<file path="src/verilog/i2c_host_pkg.sv">
package i2c_host_pkg;

  // wishbone register offsets (byte addresses)
  localparam logic [7:0] ADR_BUFFER  = 8'h00;
  localparam logic [7:0] ADR_RELOAD  = 8'h04;
  localparam logic [7:0] ADR_CONTROL = 8'h08;
  localparam logic [7:0] ADR_STATUS  = 8'h0C;

  // control register fields
  localparam int CTL_BEGIN   = 0;
  localparam int CTL_REPEAT  = 1;
  localparam int CTL_HALT    = 2;
  localparam int CTL_RECEIVE = 3;
  localparam int CTL_ACKSEQ  = 4;
  localparam int CTL_ACKDATA = 5;
  localparam int CTL_ENABLE  = 7;

  // status register fields
  localparam int ST_BUFFER_FULL = 0;
  localparam int ST_BEGIN_FLAG  = 1;
  localparam int ST_HALT_FLAG   = 2;
  localparam int ST_ACK_STATUS  = 3;
  localparam int ST_OVERRUN     = 4;
  localparam int ST_WRITE_CLASH = 5;
  localparam int ST_IRQ_FLAG    = 6;
  localparam int ST_ARB_LOSS    = 7;

  localparam logic [7:0] RELOAD_RESET = 8'h09;
  localparam logic [7:0] BYTE_ZERO    = 8'h00;
  localparam logic [3:0] BITS_PER_BYTE = 4'h8;

  typedef enum logic [4:0] {
    ST_IDLE, ST_BEG_WAIT, ST_BEG_HOLD,
    ST_RPT_LOW, ST_RPT_SDAHI, ST_RPT_SCLHI, ST_RPT_HOLD, ST_RPT_END,
    ST_TX_LOW, ST_TX_HIGH, ST_ACKIN_LOW, ST_ACKIN_HIGH,
    ST_RX_LOW, ST_RX_HIGH,
    ST_ACK_LOW, ST_ACK_HIGH,
    ST_HALT_SDA, ST_HALT_SCL, ST_HALT_REL, ST_HALT_END
  } engine_state_e;

endpackage

</file>
<file path="src/verilog/rate_if.sv">
`timescale 1ns/10ps
interface rate_if;
  logic       run;
  logic       reload;
  logic [7:0] reload_value;
  logic       tick;
  modport ctrl (output run, output reload, output reload_value, input tick);
  modport div  (input run, input reload, input reload_value, output tick);
endinterface // rate_if

</file>
<file path="src/verilog/i2c_host_engine.sv">
`timescale 1ns/10ps
// Summary of operation
// - buffer write after start shifts msb first
// - sample ack, flag after ninth clock
// - flag when stop or restart completes
// - receive request only honoured when idle
// - receive toggles scl each rollover, shifts sda
// - eighth fall: load buffer, flag, idle
// - full set on load, cleared on read
// - overrun when byte lands while full
// - buffer write while busy discarded, clash flag
// - ack sequence drives ack data, scl low
// - ack: wait, release scl, wait, low
// - stop: sda low, count, scl, sda release
// - stop seen sets flag, then irq
// - reset disables module, abandons transfer
// - start/stop flags cleared by reset, disable
// - stop by other host raises irq
// - released sda read low: arbitration lost
// - tx collision: stop, clear full, release
// - sequence collision: abort, clear enables
// - after loss keep watching for stop
// - next write restarts from first bit
// - start: sda low after period, flag, hold
// - ack status low on ack, high nack
// - divider reloads, counts down to zero
module i2c_host_engine (
  input  wire logic        sys_clk,
  input  wire logic        rst_b,
  input  wire logic        wb_cyc_i,
  input  wire logic        wb_stb_i,
  input  wire logic        wb_we_i,
  input  wire logic [7:0]  wb_adr_i,
  input  wire logic [3:0]  wb_sel_i,
  input  wire logic [31:0] wb_dat_i,
  output logic      [31:0] wb_dat_o,
  output logic             wb_ack_o,
  input  wire logic        sda_i,
  output logic             sda_o,
  output logic             sda_oe_b,
  input  wire logic        scl_i,
  output logic             scl_o,
  output logic             scl_oe_b,
  output logic             irq_flag
);
  import i2c_host_pkg::*;

  rate_if rate ();
  rate_divider u_div (
    .sys_clk (sys_clk),
    .rst_b   (rst_b),
    .rate    (rate)
  );

  engine_state_e state_q;
  logic [7:0]    buf_q, shift_q, reload_q;
  logic [3:0]    bit_q;
  logic [7:0]    ctl_q;
  logic          full_q, beg_flag_q, halt_flag_q, ackst_q, ovr_q, clash_q, irq_q, arb_q;
  logic          sda_low_q, scl_low_q, ack_q;
  logic          sda_m_q, sda_s_q, scl_m_q, scl_s_q, sda_p_q, scl_p_q;

  // pin synchronisers
  always_ff @(posedge sys_clk or negedge rst_b) begin
    if (!rst_b) begin
      sda_m_q <= 1'b1;
      sda_s_q <= 1'b1;
      scl_m_q <= 1'b1;
      scl_s_q <= 1'b1;
      sda_p_q <= 1'b1;
      scl_p_q <= 1'b1;
    end else begin
      sda_m_q <= sda_i;
      sda_s_q <= sda_m_q;
      scl_m_q <= scl_i;
      scl_s_q <= scl_m_q;
      sda_p_q <= sda_s_q;
      scl_p_q <= scl_s_q;
    end
  end

  // bus access decode
  logic wb_req, wr, rd, wr_buf, wr_rel, wr_ctl, rd_buf, enabled, busy, tick;
  assign wb_req  = wb_cyc_i && wb_stb_i && !ack_q;
  assign wr      = wb_req && wb_we_i && wb_sel_i[0];
  assign rd      = wb_req && !wb_we_i;
  assign wr_buf  = wr && (wb_adr_i == ADR_BUFFER);
  assign wr_rel  = wr && (wb_adr_i == ADR_RELOAD);
  assign wr_ctl  = wr && (wb_adr_i == ADR_CONTROL);
  assign rd_buf  = rd && (wb_adr_i == ADR_BUFFER);
  assign enabled = ctl_q[CTL_ENABLE];
  assign busy    = (state_q != ST_IDLE);
  assign tick    = rate.tick;

  // bus events seen on synchronised lines
  logic stop_seen, start_seen, sda_miss, buf_ok;
  assign stop_seen  = scl_s_q && scl_p_q && sda_s_q && !sda_p_q;
  assign start_seen = scl_s_q && scl_p_q && !sda_s_q && sda_p_q;
  // released sda read low while scl high
  assign sda_miss   = !sda_low_q && scl_s_q && !sda_s_q &&
                      (state_q == ST_TX_HIGH || state_q == ST_ACK_HIGH);
  assign buf_ok     = enabled && (state_q == ST_IDLE) && beg_flag_q;

  always_ff @(posedge sys_clk or negedge rst_b) begin
    if (!rst_b) begin
      ack_q    <= 1'b0;
      wb_dat_o <= 32'h0000_0000;
    end else begin
      ack_q <= wb_req;
      if (wb_req && !wb_we_i) begin
        case (wb_adr_i)
          ADR_BUFFER:  wb_dat_o <= {24'h00_0000, buf_q};
          ADR_RELOAD:  wb_dat_o <= {24'h00_0000, reload_q};
          ADR_CONTROL: wb_dat_o <= {24'h00_0000, ctl_q};
          ADR_STATUS:  wb_dat_o <= {24'h00_0000, arb_q, irq_q, clash_q, ovr_q,
                                    ackst_q, halt_flag_q, beg_flag_q, full_q};
          default:     wb_dat_o <= 32'h0000_0000;
        endcase
      end
    end
  end
  assign wb_ack_o = ack_q;

  always_ff @(posedge sys_clk or negedge rst_b) begin
    if (!rst_b) begin
      reload_q <= RELOAD_RESET;
    end else if (wr_rel) begin
      reload_q <= wb_dat_i[7:0];
    end
  end

  // divider control
  logic run_d, reload_d;
  always_comb begin
    run_d    = 1'b0;
    reload_d = 1'b0;
    case (state_q)
      ST_IDLE:     run_d = 1'b0;
      ST_TX_HIGH, ST_ACKIN_HIGH, ST_RX_HIGH, ST_ACK_HIGH, ST_RPT_SCLHI: begin
        // clock arbitration: stretched scl holds divider
        run_d    = scl_s_q;
        reload_d = !scl_s_q;
      end
      ST_HALT_SDA: begin
        run_d    = !sda_s_q;
        reload_d = sda_s_q;
      end
      ST_HALT_SCL: run_d = 1'b1;
      ST_HALT_REL: begin
        run_d    = scl_s_q;
        reload_d = !scl_s_q;
      end
      default:     run_d = 1'b1;
    endcase
  end
  assign rate.run          = run_d;
  assign rate.reload       = reload_d;
  assign rate.reload_value = reload_q;

  // main sequencer
  always_ff @(posedge sys_clk or negedge rst_b) begin
    if (!rst_b) begin
      state_q   <= ST_IDLE;
      sda_low_q <= 1'b0;
      scl_low_q <= 1'b0;
      bit_q     <= 4'h0;
      shift_q   <= BYTE_ZERO;
    end else if (!enabled || arb_q && busy) begin
      state_q   <= ST_IDLE;
      sda_low_q <= 1'b0;
      scl_low_q <= 1'b0;
    end else begin
      case (state_q)
        ST_IDLE: begin
          if (wr_buf && buf_ok) begin
            shift_q   <= wb_dat_i[7:0];
            bit_q     <= BITS_PER_BYTE;
            sda_low_q <= !wb_dat_i[7];
            scl_low_q <= 1'b1;
            state_q   <= ST_TX_LOW;
          end else if (ctl_q[CTL_BEGIN]) begin
            state_q <= ST_BEG_WAIT;
          end else if (ctl_q[CTL_REPEAT]) begin
            scl_low_q <= 1'b1;
            state_q   <= ST_RPT_LOW;
          end else if (ctl_q[CTL_HALT]) begin
            sda_low_q <= 1'b1;
            state_q   <= ST_HALT_SDA;
          end else if (ctl_q[CTL_RECEIVE]) begin
            sda_low_q <= 1'b0;
            scl_low_q <= 1'b1;
            bit_q     <= 4'h0;
            state_q   <= ST_RX_LOW;
          end else if (ctl_q[CTL_ACKSEQ]) begin
            scl_low_q <= 1'b1;
            sda_low_q <= !ctl_q[CTL_ACKDATA];
            state_q   <= ST_ACK_LOW;
          end
        end
        ST_BEG_WAIT: if (tick) begin
          sda_low_q <= 1'b1;
          state_q   <= ST_BEG_HOLD;
        end
        ST_BEG_HOLD: if (tick) begin
          scl_low_q <= 1'b1;
          state_q   <= ST_IDLE;
        end
        ST_RPT_LOW: if (tick) begin
          sda_low_q <= 1'b0;
          state_q   <= ST_RPT_SDAHI;
        end
        ST_RPT_SDAHI: if (tick) begin
          scl_low_q <= 1'b0;
          state_q   <= ST_RPT_SCLHI;
        end
        ST_RPT_SCLHI: if (tick) begin
          sda_low_q <= 1'b1;
          state_q   <= ST_RPT_HOLD;
        end
        ST_RPT_HOLD: if (tick) begin
          scl_low_q <= 1'b1;
          state_q   <= ST_RPT_END;
        end
        ST_RPT_END: state_q <= ST_IDLE;
        ST_TX_LOW: if (tick) begin
          scl_low_q <= 1'b0;
          state_q   <= ST_TX_HIGH;
        end
        ST_TX_HIGH: if (tick) begin
          scl_low_q <= 1'b1;
          shift_q   <= {shift_q[6:0], 1'b0};
          bit_q     <= bit_q - 4'h1;
          if (bit_q == 4'h1) begin
            sda_low_q <= 1'b0;
            state_q   <= ST_ACKIN_LOW;
          end else begin
            sda_low_q <= !shift_q[6];
            state_q   <= ST_TX_LOW;
          end
        end
        ST_ACKIN_LOW: if (tick) begin
          scl_low_q <= 1'b0;
          state_q   <= ST_ACKIN_HIGH;
        end
        ST_ACKIN_HIGH: if (tick) begin
          scl_low_q <= 1'b1;
          state_q   <= ST_IDLE;
        end
        ST_RX_LOW: if (tick) begin
          scl_low_q <= 1'b0;
          state_q   <= ST_RX_HIGH;
        end
        ST_RX_HIGH: if (tick) begin
          scl_low_q <= 1'b1;
          shift_q   <= {shift_q[6:0], sda_s_q};
          bit_q     <= bit_q + 4'h1;
          state_q   <= (bit_q == 4'h7) ? ST_IDLE : ST_RX_LOW;
        end
        ST_ACK_LOW: if (tick) begin
          scl_low_q <= 1'b0;
          state_q   <= ST_ACK_HIGH;
        end
        ST_ACK_HIGH: if (tick) begin
          scl_low_q <= 1'b1;
          state_q   <= ST_IDLE;
        end
        ST_HALT_SDA: if (tick) begin
          scl_low_q <= 1'b0;
          state_q   <= ST_HALT_SCL;
        end
        ST_HALT_SCL: if (tick) begin
          sda_low_q <= 1'b0;
          state_q   <= ST_HALT_REL;
        end
        ST_HALT_REL: if (stop_seen) begin
          state_q <= ST_HALT_END;
        end
        ST_HALT_END: if (tick) begin
          state_q <= ST_IDLE;
        end
        default: state_q <= ST_IDLE;
      endcase
    end
  end

  logic rx_done, tx_ack_done, seq_done;
  assign rx_done     = enabled && state_q == ST_RX_HIGH && tick && bit_q == 4'h7;
  assign tx_ack_done = enabled && state_q == ST_ACKIN_HIGH && tick;
  assign seq_done    = enabled && tick && (state_q == ST_HALT_END || state_q == ST_BEG_HOLD ||
                       state_q == ST_ACK_HIGH) || enabled && state_q == ST_RPT_END;

  // control register, go bits cleared by hardware
  always_ff @(posedge sys_clk or negedge rst_b) begin
    if (!rst_b) begin
      ctl_q <= BYTE_ZERO;
    end else if (wr_ctl) begin
      ctl_q <= wb_dat_i[7:0];
    end else if (!enabled || arb_q && busy) begin
      ctl_q[4:0] <= 5'h00;
    end else begin
      if (state_q == ST_BEG_HOLD && tick) ctl_q[CTL_BEGIN] <= 1'b0;
      if (state_q == ST_RPT_END) ctl_q[CTL_REPEAT] <= 1'b0;
      if (state_q == ST_HALT_END && tick) ctl_q[CTL_HALT] <= 1'b0;
      if (rx_done) ctl_q[CTL_RECEIVE] <= 1'b0;
      if (state_q == ST_ACK_HIGH && tick) ctl_q[CTL_ACKSEQ] <= 1'b0;
      if (busy && !(state_q == ST_RX_LOW || state_q == ST_RX_HIGH))
        ctl_q[CTL_RECEIVE] <= 1'b0;
    end
  end

  // transfer buffer, buffer full, overrun, clash
  always_ff @(posedge sys_clk or negedge rst_b) begin
    if (!rst_b) begin
      buf_q   <= BYTE_ZERO;
      full_q  <= 1'b0;
      ovr_q   <= 1'b0;
      clash_q <= 1'b0;
      ackst_q <= 1'b0;
    end else begin
      if (rx_done) begin
        buf_q  <= {shift_q[6:0], sda_s_q};
        full_q <= 1'b1;
        if (full_q && !rd_buf) ovr_q <= 1'b1;
      end else if (wr_buf && buf_ok) begin
        buf_q  <= wb_dat_i[7:0];
        full_q <= 1'b1;
      end else if (rd_buf || arb_q || state_q == ST_TX_HIGH && tick && bit_q == 4'h1) begin
        full_q <= 1'b0;
      end
      if (wr_buf && !buf_ok) clash_q <= 1'b1;
      else if (wr && wb_adr_i == ADR_STATUS && !wb_dat_i[ST_WRITE_CLASH]) clash_q <= 1'b0;
      if (wr && wb_adr_i == ADR_STATUS && !wb_dat_i[ST_OVERRUN] && !rx_done) ovr_q <= 1'b0;
      if (state_q == ST_ACKIN_HIGH && tick) ackst_q <= sda_s_q;
    end
  end

  // bus condition and interrupt flags
  always_ff @(posedge sys_clk or negedge rst_b) begin
    if (!rst_b) begin
      beg_flag_q  <= 1'b0;
      halt_flag_q <= 1'b0;
      irq_q       <= 1'b0;
      arb_q       <= 1'b0;
    end else if (!enabled) begin
      beg_flag_q  <= 1'b0;
      halt_flag_q <= 1'b0;
      irq_q       <= 1'b0;
      arb_q       <= 1'b0;
    end else begin
      if (start_seen) begin
        beg_flag_q  <= 1'b1;
        halt_flag_q <= 1'b0;
      end else if (stop_seen) begin
        beg_flag_q  <= 1'b0;
        halt_flag_q <= 1'b1;
      end
      // hardware set wins over software clear
      if (tx_ack_done || rx_done || seq_done || stop_seen && !busy)
        irq_q <= 1'b1;
      else if (wr && wb_adr_i == ADR_STATUS && !wb_dat_i[ST_IRQ_FLAG])
        irq_q <= 1'b0;
      if (sda_miss)
        arb_q <= 1'b1;
      else if (wr && wb_adr_i == ADR_STATUS && !wb_dat_i[ST_ARB_LOSS])
        arb_q <= 1'b0;
    end
  end

  // open drain pins, oe low drives low
  always_ff @(posedge sys_clk or negedge rst_b) begin
    if (!rst_b) begin
      sda_oe_b <= 1'b1;
      scl_oe_b <= 1'b1;
      irq_flag <= 1'b0;
    end else begin
      sda_oe_b <= !(sda_low_q && enabled && !arb_q);
      scl_oe_b <= !(scl_low_q && enabled && !arb_q);
      irq_flag <= irq_q;
    end
  end
  assign sda_o = 1'b0;
  assign scl_o = 1'b0;
endmodule // i2c_host_engine

</file>
<file path="src/verilog/rate_divider.sv">
`timescale 1ns/10ps
module rate_divider (
  input  wire logic sys_clk,
  input  wire logic rst_b,
  rate_if.div       rate
);
  import i2c_host_pkg::*;

  logic [7:0] count_q;
  logic       tick_q;

  // down counter, one tick pulse per rollover
  always_ff @(posedge sys_clk or negedge rst_b) begin
    if (!rst_b) begin
      count_q <= BYTE_ZERO;
      tick_q  <= 1'b0;
    end else if (rate.reload || !rate.run) begin
      count_q <= rate.reload_value;
      tick_q  <= 1'b0;
    end else if (count_q == BYTE_ZERO) begin
      count_q <= rate.reload_value;
      tick_q  <= 1'b1;
    end else begin
      count_q <= count_q - 8'h01;
      tick_q  <= 1'b0;
    end
  end

  assign rate.tick = tick_q;
endmodule // rate_divider

</file>
<file path="config.mk">
export PLATFORM = sky130hd
export DESIGN_NAME = i2c_host_engine
export DESIGN_NICKNAME = d
export VERILOG_FILES = /design/src/verilog/i2c_host_pkg.sv /design/src/verilog/rate_if.sv /design/src/verilog/i2c_host_engine.sv /design/src/verilog/rate_divider.sv
export SDC_FILE = /design/constraint.sdc
export NUM_CORES = 1
export LEC_CHECK = 0
export ABC_AREA = 1
export BUFFER_PORTS_ARGS = -buffer_cell sky130_fd_sc_hd__buf_2
export CAP_MARGIN = 20
export CORE_ASPECT_RATIO = 0.7
export CORE_UTILIZATION = 32
export CTS_CLUSTER_DIAMETER = 200
export CTS_CLUSTER_SIZE = 12
export DETAILED_ROUTE_END_ITERATION = 8
export HOLD_SLACK_MARGIN = 0.05
export PLACE_DENSITY_LB_ADDON = 0.2
export SETUP_SLACK_MARGIN = 0.4
export SYNTH_ARGS = -nofsm -noshare
export SYNTH_HDL_FRONTEND = slang
export SYNTH_SLANG_ARGS = --single-unit
</file>
<file path="constraint.sdc">
create_clock -name sys_clk -period 2.05 [get_ports sys_clk]
set_clock_uncertainty 0.1 [all_clocks]
set_input_delay 0.41 -clock sys_clk [delete_from_list [all_inputs] [get_ports sys_clk]]
set_output_delay 0.41 -clock sys_clk [all_outputs]
set_load 0.01 [all_outputs]
</file>
======== Word-level counts from Yosys, hierarchy flattened ========
Index checks and enable logic that the tools add are counted.
word-level totals
  register bits ........................... 101
  input port bits ......................... 51
  word-level logic and storage cells ...... 302
  output and inout bits ................... 38
cells by class
  $add $sub $neg .......................... 3
  equal/unequal tests ..................... 59
  bitwise logic cells ..................... 1
  reduce and logical (&&, ||, !) cells .... 112
  multiplexer cells ....................... 93
operators by type and width
  cell                                                    count
  2-to-1 mux 5 bit                                        24
  one-hot mux 5 bit (16 select lines)                     1
  logical AND 1 bit                                       49
  inequality test 3 x 2 -> 1 bit (second input constant)  16
  2-to-1 mux 1 bit                                        46
  == test 5 x 4 -> 1 bit (second input constant)          8
  2-to-1 mux 4 bit                                        8
  2-to-1 mux 8 bit                                        4
  one-hot mux 8 bit (4 select lines)                      1
  inequality test 3 x 1 -> 1 bit (second input constant)  9
  zero test 1 bit                                         22
  one-hot mux 7 bit (3 select lines)                      1
  == test 5 x 3 -> 1 bit (second input constant)          4
  == test 5 bit (second input constant)                   4
  nonzero test 3 bit                                      6
  OR reduction 6 bit                                      3
  == test 8 x 4 -> 1 bit (second input constant)          2
  zero test 8 bit                                         2
  AND reduction 16 bit                                    1
  2-to-1 mux 7 bit                                        2
  logical OR 1 bit                                        12
  inequality test 6 x 4 -> 1 bit (second input constant)  2
  one-hot mux 4 bit (3 select lines)                      1
  == test 5 x 2 -> 1 bit (second input constant)          2
  other kinds (28)                                        38

======== Logic depth before layout (Yosys ltp) ========
Gate-level depths: netlist (run 1).
  depth in word-level cells ............... 9
  depth in mapped cells ................... 15
  gate-level depth less buffers ........... 13

======== Cells and area by module ========
From an unflattened synthesis (run 1), not the netlist that was laid out.
second synthesis, totals
  cell total of the unflattened synthesis .. 650
  area, all modules ....................... 4,720.8 µm²
modules (own cells, without submodules)
  module           instances  sequential area each (µm²)  cells each  area an instance (µm²)
  i2c_host_engine  1          1,714.1                     563         4,122.7
  rate_divider     1          225.2                       87          598.1

======== Least setup slack after synthesis (run 1) ========
OpenSTA, ideal clock, no wires.
  kind .................................... input-to-reg
  from .................................... input wb_adr_i[4]
  to ...................................... register shift_q[5]
  stages .................................. 11
  data required time ...................... 1,827 ps
  setup time .............................. 123 ps
  slack ................................... 322 ps
  arrival ................................. 1,505 ps
  buffers on the path ..................... 1
  path through ............................ inv_1 nand2_1 nor2_4 nand2_1 nor2_2 nand2_4 nand2_1 nand2_2 buf_6 nand2_2 o21ai_2
on the way
  word-level cells in the longest chain between the ends .. 5
RTL lines
  element                                          line                    text
  start: declaration                               i2c_host_engine.sv:33   input wire logic [7:0] wb_adr_i,
  zero test 8 bit                                  i2c_host_engine.sv:87   assign wr_buf = wr && (wb_adr_i == ADR_BUFFER);
  logical AND 1 bit                                i2c_host_engine.sv:87
  logical AND 1 bit                                i2c_host_engine.sv:175  if (wr_buf && buf_ok) begin
  inequality test 2 x 1 -> 1 bit (no source line)  n/a
  AND reduction 5 bit (no source line)             n/a
  end signal: assignment                           i2c_host_engine.sv:176  shift_q <= wb_dat_i[7:0];
  end signal: assignment                           i2c_host_engine.sv:231  shift_q <= {shift_q[6:0], 1'b0};
  end signal: assignment                           i2c_host_engine.sv:255  shift_q <= {shift_q[6:0], sda_s_q};
  end: declaration                                 i2c_host_engine.sv:56   logic [7:0] buf_q, shift_q, reload_q;
Every way passes these cells.
A chain may end at the register's enable or synchronous reset.

======== Final worst setup path (run 1) ========
  from .................................... register state_q[1]
  to ...................................... register state_q[3]
on the way
  word-level cells in the longest chain between the ends .. 7
  elaborated cells on any way between the ends .. 46
  classes of those cells .................. eq/ne: 34; mux: 3; reduce/logical: 9
RTL lines
  element                              line                                            text
  start: declaration                   i2c_host_engine.sv:55                           engine_state_e state_q;
  start signal: assignment             i2c_host_engine.sv:257                          state_q <= (bit_q == 4'h7) ? ST_IDLE : ST_RX_LOW;
  zero test 5 bit                      i2c_host_engine.sv:102, i2c_host_engine.sv:173
  logical AND 1 bit (2 in a row)       i2c_host_engine.sv:102                          assign buf_ok = enabled && (state_q == ST_IDLE) && beg_flag_q;
  logical AND 1 bit                    i2c_host_engine.sv:175
  2-to-1 mux 5 bit                     i2c_host_engine.sv:175
  one-hot mux 5 bit (16 select lines)  i2c_host_engine.sv:173                          case (state_q)
  2-to-1 mux 5 bit                     i2c_host_engine.sv:168                          end else if (!enabled || arb_q && busy) begin
Parallel ways exist; a longest one is shown, timed or not.

==> results of run 1 <==
-- state kept, by name (all words and copies together), names as in the netlist, 4 cells and up --
register,cells
rate.reload_value,8
state_q,5
ctl_q,8
shift_q,7
buf_q,8
u_div.count_q,8
wb_dat_o,8
bit_q,4
-- logic make-up after synthesis --
kind of cell	share of synthesized area, %
xor gates and xnor gates	1.58
DFF	38.9
and+or+nand+nor	31.3
adders and majority gates	1.26
AOI/OAI and AO/OA	13.6
buffers and inverters	13.2
other	0.0753
-- through the flow --
stage	hold WS, ns	worst slack [ns]	area [um^2]	utilization [%]	total power, mW
floorplan	0.0144	0.365	5150	-	1.72
global placement	0.246	0.0889	5440	36.4	1.78
detailed placement	0.248	0.0381	5440	36.4	1.78
CTS	0.0573	0.161	5960	39.9	3.30
global route	0.0552	0.0581	6070	40.6	3.40
finish	0.0702	0.161	6070	40.6	3.26
-- worst reg2reg max path: stages, from the launching register on --
cell,delay [ns]
dfrtp_2,0.46
nor2_4,0.24
nand2_2,0.09
nor2_4,0.20
nand3_2,0.12
nor2_1,0.10
nand2_1,0.05
nand2_1,0.07
nand2_2,0.11
nand2_4,0.14
o21ai_1,0.07
-- power groups by stage --
stage	registers [mW]	logic, mW	clock network [mW]
after floorplan	1.57	0.140	0
after global placement	1.58	0.200	0
after detailed placement	1.58	0.203	0
after CTS	1.55	0.214	1.54
after global routing	1.55	0.238	1.61
final	1.55	0.213	1.50
-- metal layers --
| layer | GRT usage (%) | vias up | routed length, um | part of all wire [%] |
|---|---|---|---|---|
| met5 | 0 | - | 0 | 0 |
| li1 | - | 2153 | - | - |
| met2 | 24.9 | 126 | 5490 | 39 |
| met1 | 29.8 | 2062 | 7630 | 54 |
| met4 | 3.93 | 0 | 106 | 0.75 |
| met3 | 4.38 | 10 | 918 | 6.5 |
-- cell type report --
type | count | area share [%]
sequential | 77 | 32.1
timing repair buffer | 84 | 9.89
clock inverter | 6 | 0.639
clock buffer | 10 | 3.94
multi-input combinational | 462 | 44.3
inverter | 78 | 5.11
tap | 195 | 4.02
-- cell usage after synthesis (2+ instances only) --
cell / number / share of area, %
or2_2: 2 / 0.25
dfstp_2: 10 / 5.3
inv_2: 8 / 0.60
nor2_2: 5 / 0.63
a21oi_2: 2 / 0.35
o22ai_1: 7 / 0.88
clkbuf_1: 3 / 0.23
a21oi_1: 6 / 0.60
dfrtp_1: 67 / 34
nand3b_1: 2 / 0.30
o21ai_1: 15 / 1.5
nand2_2: 15 / 1.9
nor3_1: 6 / 0.60
o21ai_0: 44 / 4.4
ha_1: 5 / 1.3
nand3_2: 7 / 1.4
buf_2: 4 / 0.40
buf_4: 27 / 4.1
nand2_4: 5 / 1.1
o21ai_2: 23 / 4.0
xnor2_1: 2 / 0.35
o31ai_1: 2 / 0.30
o211ai_1: 2 / 0.30
nand3_4: 4 / 1.4
nor2_1: 47 / 3.5
xor2_1: 7 / 1.2
nand3_1: 29 / 2.9
nand2_1: 165 / 12
nand4_1: 14 / 1.8
nor2_4: 6 / 1.4
inv_1: 69 / 5.2
o221ai_1: 2 / 0.35
buf_6: 7 / 1.6
-- repair_timing --
item | CTS | global route
hold buffers | 1 | 0
setup endpoints to repair | 50 | 44
pin swaps | 12 | 11
gates cloned | 2 | 0
endpoints found under the hold margin | 23 | 0
gates resized for setup | 29 | 22
setup buffers | 13 | 4
-- worst min-delay path by stage --
stage                       end   from
floorplan               ackst_q  rst_b
global placement    wb_dat_o[6]  rst_b
detailed placement  wb_dat_o[5]  rst_b
CTS                     sda_m_q  sda_i
global route            sda_m_q  sda_i
finish                  sda_m_q  sda_i
==> flow_summary.json, run 1 <==
{
  "firstDrtPassIters": 5,
  "cp_max_fo": 5,
  "clock_latency_ns": 0.34,
  "dr.first_iter.drc_count": 236,
  "final_common_cell": "nand2_1",
  "fin_setup_tns_ns": 0,
  "worstSetupPathDepth": 10,
  "avgViaCountPerCell": 4.77,
  "min_period_over_period_pct": 92.1,
  "insertedDiodeCount": 0,
  "synth_ff_type": "dfrtp_1",
  "cp_data_arrival_time_ns": 2.01,
  "cp-start-kind": "flop",
  "grt_max_degree": 43,
  "finalMaxSlewViolations": 0,
  "yosys_warnings": 0,
  "power_density_nw_per_um2": 538,
  "multi_input_area_um2": 2690,
  "num_rows": 37,
  "synth_edf_count": 0,
  "rrSetupSlack_ns": 0.16,
  "core_um2": 15000,
  "p_leak_nw": 3.02,
  "cpPeakStageDelay_ns": 0.46,
  "place_congestion": 0.943,
  "boundaryPins": 89,
  "clkTransAtPathRegs_ns": 0.07,
  "crit_end": "state_q[3]",
  "antenna_found_initial": 0,
  "path_cells": "nor2_4 > nand2_2 > nor2_4 > nand3_2 > nor2_1 > nand2_1 > nand2_1 > nand2_2 > nand2_4 > o21ai_1",
  "drive_gt1_share_pct": 33.1,
  "n_fill_cell": 1551,
  "p_sw_mw": 0.814,
  "path_delay_family": "simple AND/OR/NAND/NOR gates",
  "startpoint": "state_q[1]",
  "path_buf_inv": 0,
  "synth-seq-cells": 77,
  "avgSynthCellArea_um2": 7.85,
  "drt_wl_total_mm": 14.1,
  "htree_levels": 3,
  "grt_pass1_wl_mm": 22.5,
  "dpl.hpwl_mm": 10.7,
  "dieArea_um2": 16100,
  "cp_data_required_time_ns": 2.17,
  "synth_area_um2": 4980,
  "power_frac_comb_pct": 6.5,
  "vias": 4351,
  "synthToLayoutAreaGrowth_pct": 21.9,
  "reg2reg_depth": 10,
  "seq_area_um2": 1950,
  "ant_nets": 0,
  "drv_cap": 0,
  "layout_common_cells": "150 x nand2_1, 62 x dfrtp_1, 60 x inv_1",
  "drc_errors": 0,
  "reg2reg_to": "state_q[3]",
  "grt_overflow": 0,
  "fmax_mhz": 529,
  "layout.cells.non_filler": 912,
  "die_w_um": 151,
  "switching_share_pct": 24.9,
  "p_int_mw": 2.45,
  "io_buffers": 35,
  "slowest_stage": "dfrtp_2",
  "post_drt_wl_per_cell_um": 15.5,
  "ys_seq_area_share_pct": 38.9,
  "cts_max_path_buffers": 2,
  "synthCells": 634,
  "dp.cells": 876,
  "period_needed_ns": 1.89,
  "first_global_vias": 4129,
  "initial_core_util_pct": 33.3,
  "outcome": "complete, no violations",
  "cts_buffers": 9,
  "path_class": "flop to flop",
  "clkSinkCount": 77,
  "synth_cell_types": 48,
  "hold_path_class": "input pin to flop",
  "seq_power_share_pct": 47.5,
  "rsz0062_at_grt": "yes",
  "cts_root_buf": "clkbuf_16",
  "pwr-share-clk_pct": 45.9,
  "dieHeight_um": 106,
  "grt_usage_pct": 18.8,
  "vdd_drop_max_mv": 0.399,
  "hold_viol_final": 0,
  "cts_tree": "built",
  "critPathCaptureType": "flop",
  "async_flop_share_pct": 100,
  "r2r-start": "state_q[1]",
  "fin_nets": 768,
  "setup_violations": 0,
  "hold_depth": 1
}
No activity file was read; power rests on OpenSTA's default activity.
==> inputs of run 2 (changes only) <==
--- a/config.mk
+++ b/config.mk
@@ -14,8 +14,11 @@
 export CTS_CLUSTER_SIZE = 12
 export DETAILED_ROUTE_END_ITERATION = 8
 export HOLD_SLACK_MARGIN = 0.05
+export MAX_ROUTING_LAYER = met4
 export PLACE_DENSITY_LB_ADDON = 0.2
 export SETUP_SLACK_MARGIN = 0.4
 export SYNTH_ARGS = -nofsm -noshare
 export SYNTH_HDL_FRONTEND = slang
+export SYNTH_HIERARCHICAL = 1
 export SYNTH_SLANG_ARGS = --single-unit
+export TNS_END_PERCENT = 20
==> flow_summary.json, run 2 <==
{
  "fin_nets": 815,
  "min_period_over_period_pct": 106,
  "finalMaxSlewViolations": 0,
  "boundaryPins": 89,
  "slew_headroom_pct": 66.4,
  "io_buffers": 35,
  "place_congestion": 0.911,
  "vdd_drop_max_mv": 0.427,
  "cp_max_fo": 18,
  "max_slew.worst_pin.slew_ns": 0.500,
  "synthCells": 650,
  "async_flop_share_pct": 100,
  "grt_pass1_wl_mm": 22.6,
  "cts_max_path_buffers": 2,
  "dr.first_iter.drc_count": 413,
  "violations": "setup timing",
  "die_w_um": 147,
  "dpl.hpwl_mm": 11.1,
  "initial_core_util_pct": 33.4,
  "synth_most_common_cell": "nand2_1",
  "synth_area_um2": 4720,
  "cts_buffers": 9,
  "antenna_found_initial": 0,
  "cts_root_buf": "clkbuf_16",
  "dieArea_um2": 15200,
  "ant_nets": 0,
  "setup_ws_ns": -0.121,
  "yosys_warnings": 6,
  "clkSinkCount": 77,
  "vias": 4526,
  "synth_largest_area_cell": "dfrtp_1",
  "layout_common_cells": "174 x nand2_1, 71 x inv_1, 68 x buf_4",
  "p_leak_nw": 3.12,
  "fmax_mhz": 461,
  "avgSynthCellArea_um2": 7.26,
  "hold_viol_final": 0,
  "insertedDiodeCount": 0,
  "final_common_cell": "nand2_1",
  "clkTransAtPathRegs_ns": 0.06,
  "power_density_nw_per_um2": 1150,
  "cp_data_required_time_ns": 2.23,
  "dp_slack_ns": -0.171,
  "critPathCaptureType": "flop",
  "cp_data_arrival_time_ns": 2.35,
  "yosys-top-cells-area": "dfrtp_1 36%, nand2_1 15%, inv_1 6.4%",
  "cts_tree": "built",
  "grt_max_degree": 32,
  "synth-seq-cells": 77,
  "rsz0062_at_grt": "yes",
  "cp-start-kind": "flop",
  "setup_violations": 29,
  "outcome": "finished with violations",
  "drc_errors": 0,
  "synth_cell_types": 40,
  "drv_cap": 0,
  "placedInstanceArea_um2": 5450,
  "first_global_vias": 4234,
  "synth_edf_count": 0,
  "drive_gt1_share_pct": 27.6,
  "synthToLayoutAreaGrowth_pct": 28.2,
  "fin_setup_tns_ns": -1.73,
  "yosys-top-cells-count": "185 x nand2_1, 81 x inv_1, 67 x dfrtp_1",
  "clock_latency_ns": 0.35,
  "drt_wl_total_mm": 14.2,
  "yosys.area.top_type_share_pct": 35.5,
  "avgViaCountPerCell": 4.74,
  "core_um2": 14100,
  "stdcell_area_um2": 6050,
  "ys_seq_area_share_pct": 41.1,
  "num_rows": 36,
  "n_fill_cell": 1458,
  "post_drt_wl_per_cell_um": 14.9,
  "grt_usage_pct": 19.9,
  "synth_ff_type": "dfrtp_1",
  "grt_overflow": 0,
  "firstDrtPassIters": 5,
  "dieHeight_um": 104,
  "path_class": "flop to flop",
  "period_needed_ns": 2.17,
  "htree_levels": 3,
  "hold_path_class": "input pin to flop"
}
==> run 2: changes by cell type in the layout (fill, tap and decap cells not counted), sizes merged, moves of 6 or more <==
cell   before  now
nand3      41   47
o21ai      82   57
xor2        7    1
inv        77   87
nor2       59   74
mux2i       0    6
a21oi       8   14
buf        83  107
nand2     186  196
==> run 2: final timing paths <==
path	from	to	cells past startpoint	slack, ns
setup / recovery	state_q[3]	bit_q[3]	12	-0.12
hold / removal	sda_i	sda_m_q	1	0.07
setup reg to reg	state_q[3]	bit_q[3]	12	-0.12
hold reg to reg	scl_m_q	scl_s_q	0	0.26
max in group asynchronous	rst_b	sda_m_q	3	0.83
min in group asynchronous	rst_b	state_q[4]	2	0.42
==> run 2: timing repair <==
| item | CTS | global route |
|---|---|---|
| resized for setup | 33 | 19 |
| gates cloned | 0 | 1 |
| hold buffers | 1 | 0 |
| setup endpoints to repair | 44 | 46 |
| setup buffers | 6 | 7 |
| pin swaps | 7 | 13 |
| hold endpoints to repair | 21 | 0 |
==> run 2: stage by stage <==
| stage | std cells | hold slack, ns | utilization, % | total power [mW] |
|---|---|---|---|---|
| floorplan | 675 | 0.0144 | - | 3.96 |
| global placement | 923 | 0.249 | 38.5 | 4.81 |
| detailed placement | 923 | 0.251 | 38.5 | 4.86 |
| CTS | 946 | 0.0570 | 42.0 | 6.78 |
| global route | 954 | 0.0570 | 42.8 | 7.49 |
| finish | 954 | 0.0658 | 42.8 | 6.98 |
==> run 2: power breakdown <==
part | total, mW | internal, mW | switching [mW]
clock | 1.70 | 1.07 | 0.629
sequential | 2.04 | 1.80 | 0.246
combinational | 3.24 | 1.28 | 1.96
total | 6.98 | 4.15 | 2.83
==> run 2: cells by family (layout without fill, tap and decap cells) <==
kind of cell	Yosys count	after routing	share of synthesized area [%]
mux	7	7	1.51
other cells	1	26	0.0794
compound gates	86	86	10.5
xor+xnor	3	3	0.557
buf+inv	126	214	12.6
fa+ha+maj	5	5	1.33
flops	77	77	41.1
simple gates	345	346	32.3
==> run 2: layout make-up <==
type	count	area, um^2	area share [%]
clock buffers	12	236	3.91
clock inverters	4	73.8	1.22
inverters	90	348	5.75
multi-input cells	473	2450	40.4
flip-flops and latches	77	1940	32.1
well taps	190	238	3.93
repair buffers	108	764	12.6
==> run 2: metal layers <==
metal	track usage [%]	wire length, um
met1	30.7	7520
met3	5.55	1120
met4	4.34	148
met2	24.9	5390
met5	-	0
==> run 2: critical path, cell delays in order (launching register included) <==
cell and delay (ns):
dfrtp_1 0.40, buf_4 0.15, nor2_2 0.14, buf_6 0.14, nand4_1 0.19, buf_4 0.21, inv_2 0.06, a21oi_1 0.07
a21oi_4 0.24, nand2_8 0.14, nand2_2 0.12, nand2_1 0.06, nand2_1 0.07
==> inputs of run 3 (changes only) <==
--- a/config.mk
+++ b/config.mk
@@ -16,6 +16,7 @@
 export HOLD_SLACK_MARGIN = 0.05
 export MAX_ROUTING_LAYER = met4
 export PLACE_DENSITY_LB_ADDON = 0.2
+export RECOVER_POWER = 100
 export SETUP_SLACK_MARGIN = 0.4
 export SYNTH_ARGS = -nofsm -noshare
 export SYNTH_HDL_FRONTEND = slang
==> flow_summary.json, run 3 (synthesis results as in run 2) <==
{
  "layout.cells.non_filler": 954,
  "period_needed_ns": 2.17,
  "cts_buffers": 9,
  "multi_input_area_um2": 2440,
  "avgViaCountPerCell": 4.73,
  "seq_area_um2": 1940,
  "antenna_found_initial": 0,
  "top_usage_layer": "met1",
  "clkSinkCount": 77,
  "dp.cells": 923,
  "placedInstanceArea_um2": 5450,
  "finalMaxSlewViolations": 0,
  "insertedDiodeCount": 0,
  "drive_gt1_share_pct": 26.8,
  "vias": 4510,
  "p_sw_mw": 2.83,
  "met2_usage_pct": 24.9,
  "first_global_vias": 4234,
  "drv_cap": 0,
  "hold_path_class": "input pin to flop",
  "setup_ws_ns": -0.116,
  "core_um2": 14100,
  "num_rows": 36,
  "grt_util_met1_pct": 30.7,
  "clock_latency_ns": 0.35,
  "cts_root_buf": "clkbuf_16",
  "die_w_um": 147,
  "dpl.hpwl_mm": 11.1,
  "p_total_mw": 6.97,
  "cp_data_required_time_ns": 2.23,
  "cp_max_fo": 18,
  "rsz0062_at_grt": "yes",
  "whs_ns": 0.0647,
  "violations": "setup timing",
  "n_fill_cell": 1465,
  "critPathCaptureType": "flop",
  "clkTransAtPathRegs_ns": 0.06,
  "grt_max_degree": 32,
  "grt_overflow": 0,
  "min_period_over_period_pct": 106,
  "boundaryPins": 89,
  "cts_max_path_buffers": 2,
  "io_buffers": 35,
  "setup_violations": 28,
  "ant_nets": 0,
  "layout_common_cells": "174 x nand2_1, 71 x inv_1, 64 x dfrtp_1",
  "drc_errors": 0,
  "outcome": "finished with violations",
  "p_int_mw": 4.14,
  "fin_nets": 815,
  "seq_power_share_pct": 29.3,
  "max_slew.worst_pin.slew_ns": 0.697,
  "final_common_cell": "nand2_1",
  "dieArea_um2": 15200,
  "initial_core_util_pct": 33.4,
  "fmax_mhz": 462,
  "cp_data_arrival_time_ns": 2.35,
  "cts_tree": "built",
  "htree_levels": 3,
  "drt_wl_total_mm": 14.2,
  "stdcell_area_um2": 6020,
  "firstDrtPassIters": 5,
  "final_core_util_pct": 42.6,
  "power_density_nw_per_um2": 1160,
  "synthToLayoutAreaGrowth_pct": 27.5,
  "slew_headroom_pct": 53.5,
  "hold_viol_final": 0,
  "met3_usage_pct": 5.55,
  "grt_pass1_wl_mm": 22.6,
  "fin_setup_tns_ns": -1.62,
  "vdd_drop_max_mv": 0.429,
  "path_class": "flop to flop",
  "dieHeight_um": 104,
  "post_drt_wl_per_cell_um": 14.9,
  "dp_slack_ns": -0.171,
  "grt_usage_pct": 19.9,
  "p_leak_nw": 3.10,
  "pwr-share-clk_pct": 24.4,
  "power_frac_comb_pct": 46.3,
  "cp-start-kind": "flop",
  "switching_share_pct": 40.6,
  "place_congestion": 0.911,
  "dr.first_iter.drc_count": 418
}
## run 3: cell types whose count changed in the layout (fill, tap and decap cells not counted)
cell,delta
buf_12,-1
buf_4,-5
clkbuf_1,+3
clkbuf_2,+2
clkbuf_4,+1
dfstp_1,+2
dfstp_2,-2
nor2_1,+1
nor2_2,-1
## run 3: worst paths after layout
check                                 from  slack [ns]                    to  cells after the start
worst max-delay path            state_q[3]       -0.12              bit_q[3]                     12
worst min-delay path                 sda_i        0.06               sda_m_q                      1
worst max register to register  state_q[3]       -0.12              bit_q[3]                     12
worst min register to register     scl_m_q        0.26               scl_s_q                      0
max in group asynchronous            rst_b        0.33  rate.reload_value[3]                      3
min in group asynchronous            rst_b        0.54            state_q[4]                      2
## run 3: per-layer routing
layer	vias to the layer above	wire, um
li1	2251	-
met3	11	1070
met5	-	0
met2	143	5400
met4	0	126
met1	2105	7570
## run 3: worst max-delay path, stage by stage, from the launching register on
cell and delay (ns):
dfrtp_1 0.40, buf_4 0.15, nor2_2 0.14, buf_6 0.14, nand4_1 0.19, buf_4 0.21
inv_2 0.06, a21oi_1 0.07, a21oi_4 0.25, nand2_8 0.14, nand2_2 0.12, nand2_1 0.06
nand2_1 0.07
## run 3: final cells by class
class / count / share of cell area [%]
Sequential cell: 77 / 32.3
Tap cell: 190 / 3.95
Clock buffer: 12 / 3.93
Timing Repair Buffer: 108 / 12.2
Multi-Input combinational cell: 473 / 40.6
Clock inverter: 4 / 1.23
Inverter: 90 / 5.78
## run 3: repair_timing
item	in CTS	in global routing
hold buffers	1	0
gates resized for setup	33	19
setup endpoints to repair	44	46
pin swaps	7	13
gates cloned	0	1
buffers inserted	6	7
endpoints found under the hold margin	21	0
## run 3: power by group through the flow
stage / logic (mW) / registers [mW] / clock network [mW]
floorplan: 1.96 / 2.00 / 0
global placement: 2.76 / 2.05 / 0
detailed placement: 2.80 / 2.06 / 0
CTS: 3.01 / 2.03 / 1.73
global route: 3.60 / 2.08 / 1.80
finish: 3.23 / 2.04 / 1.70
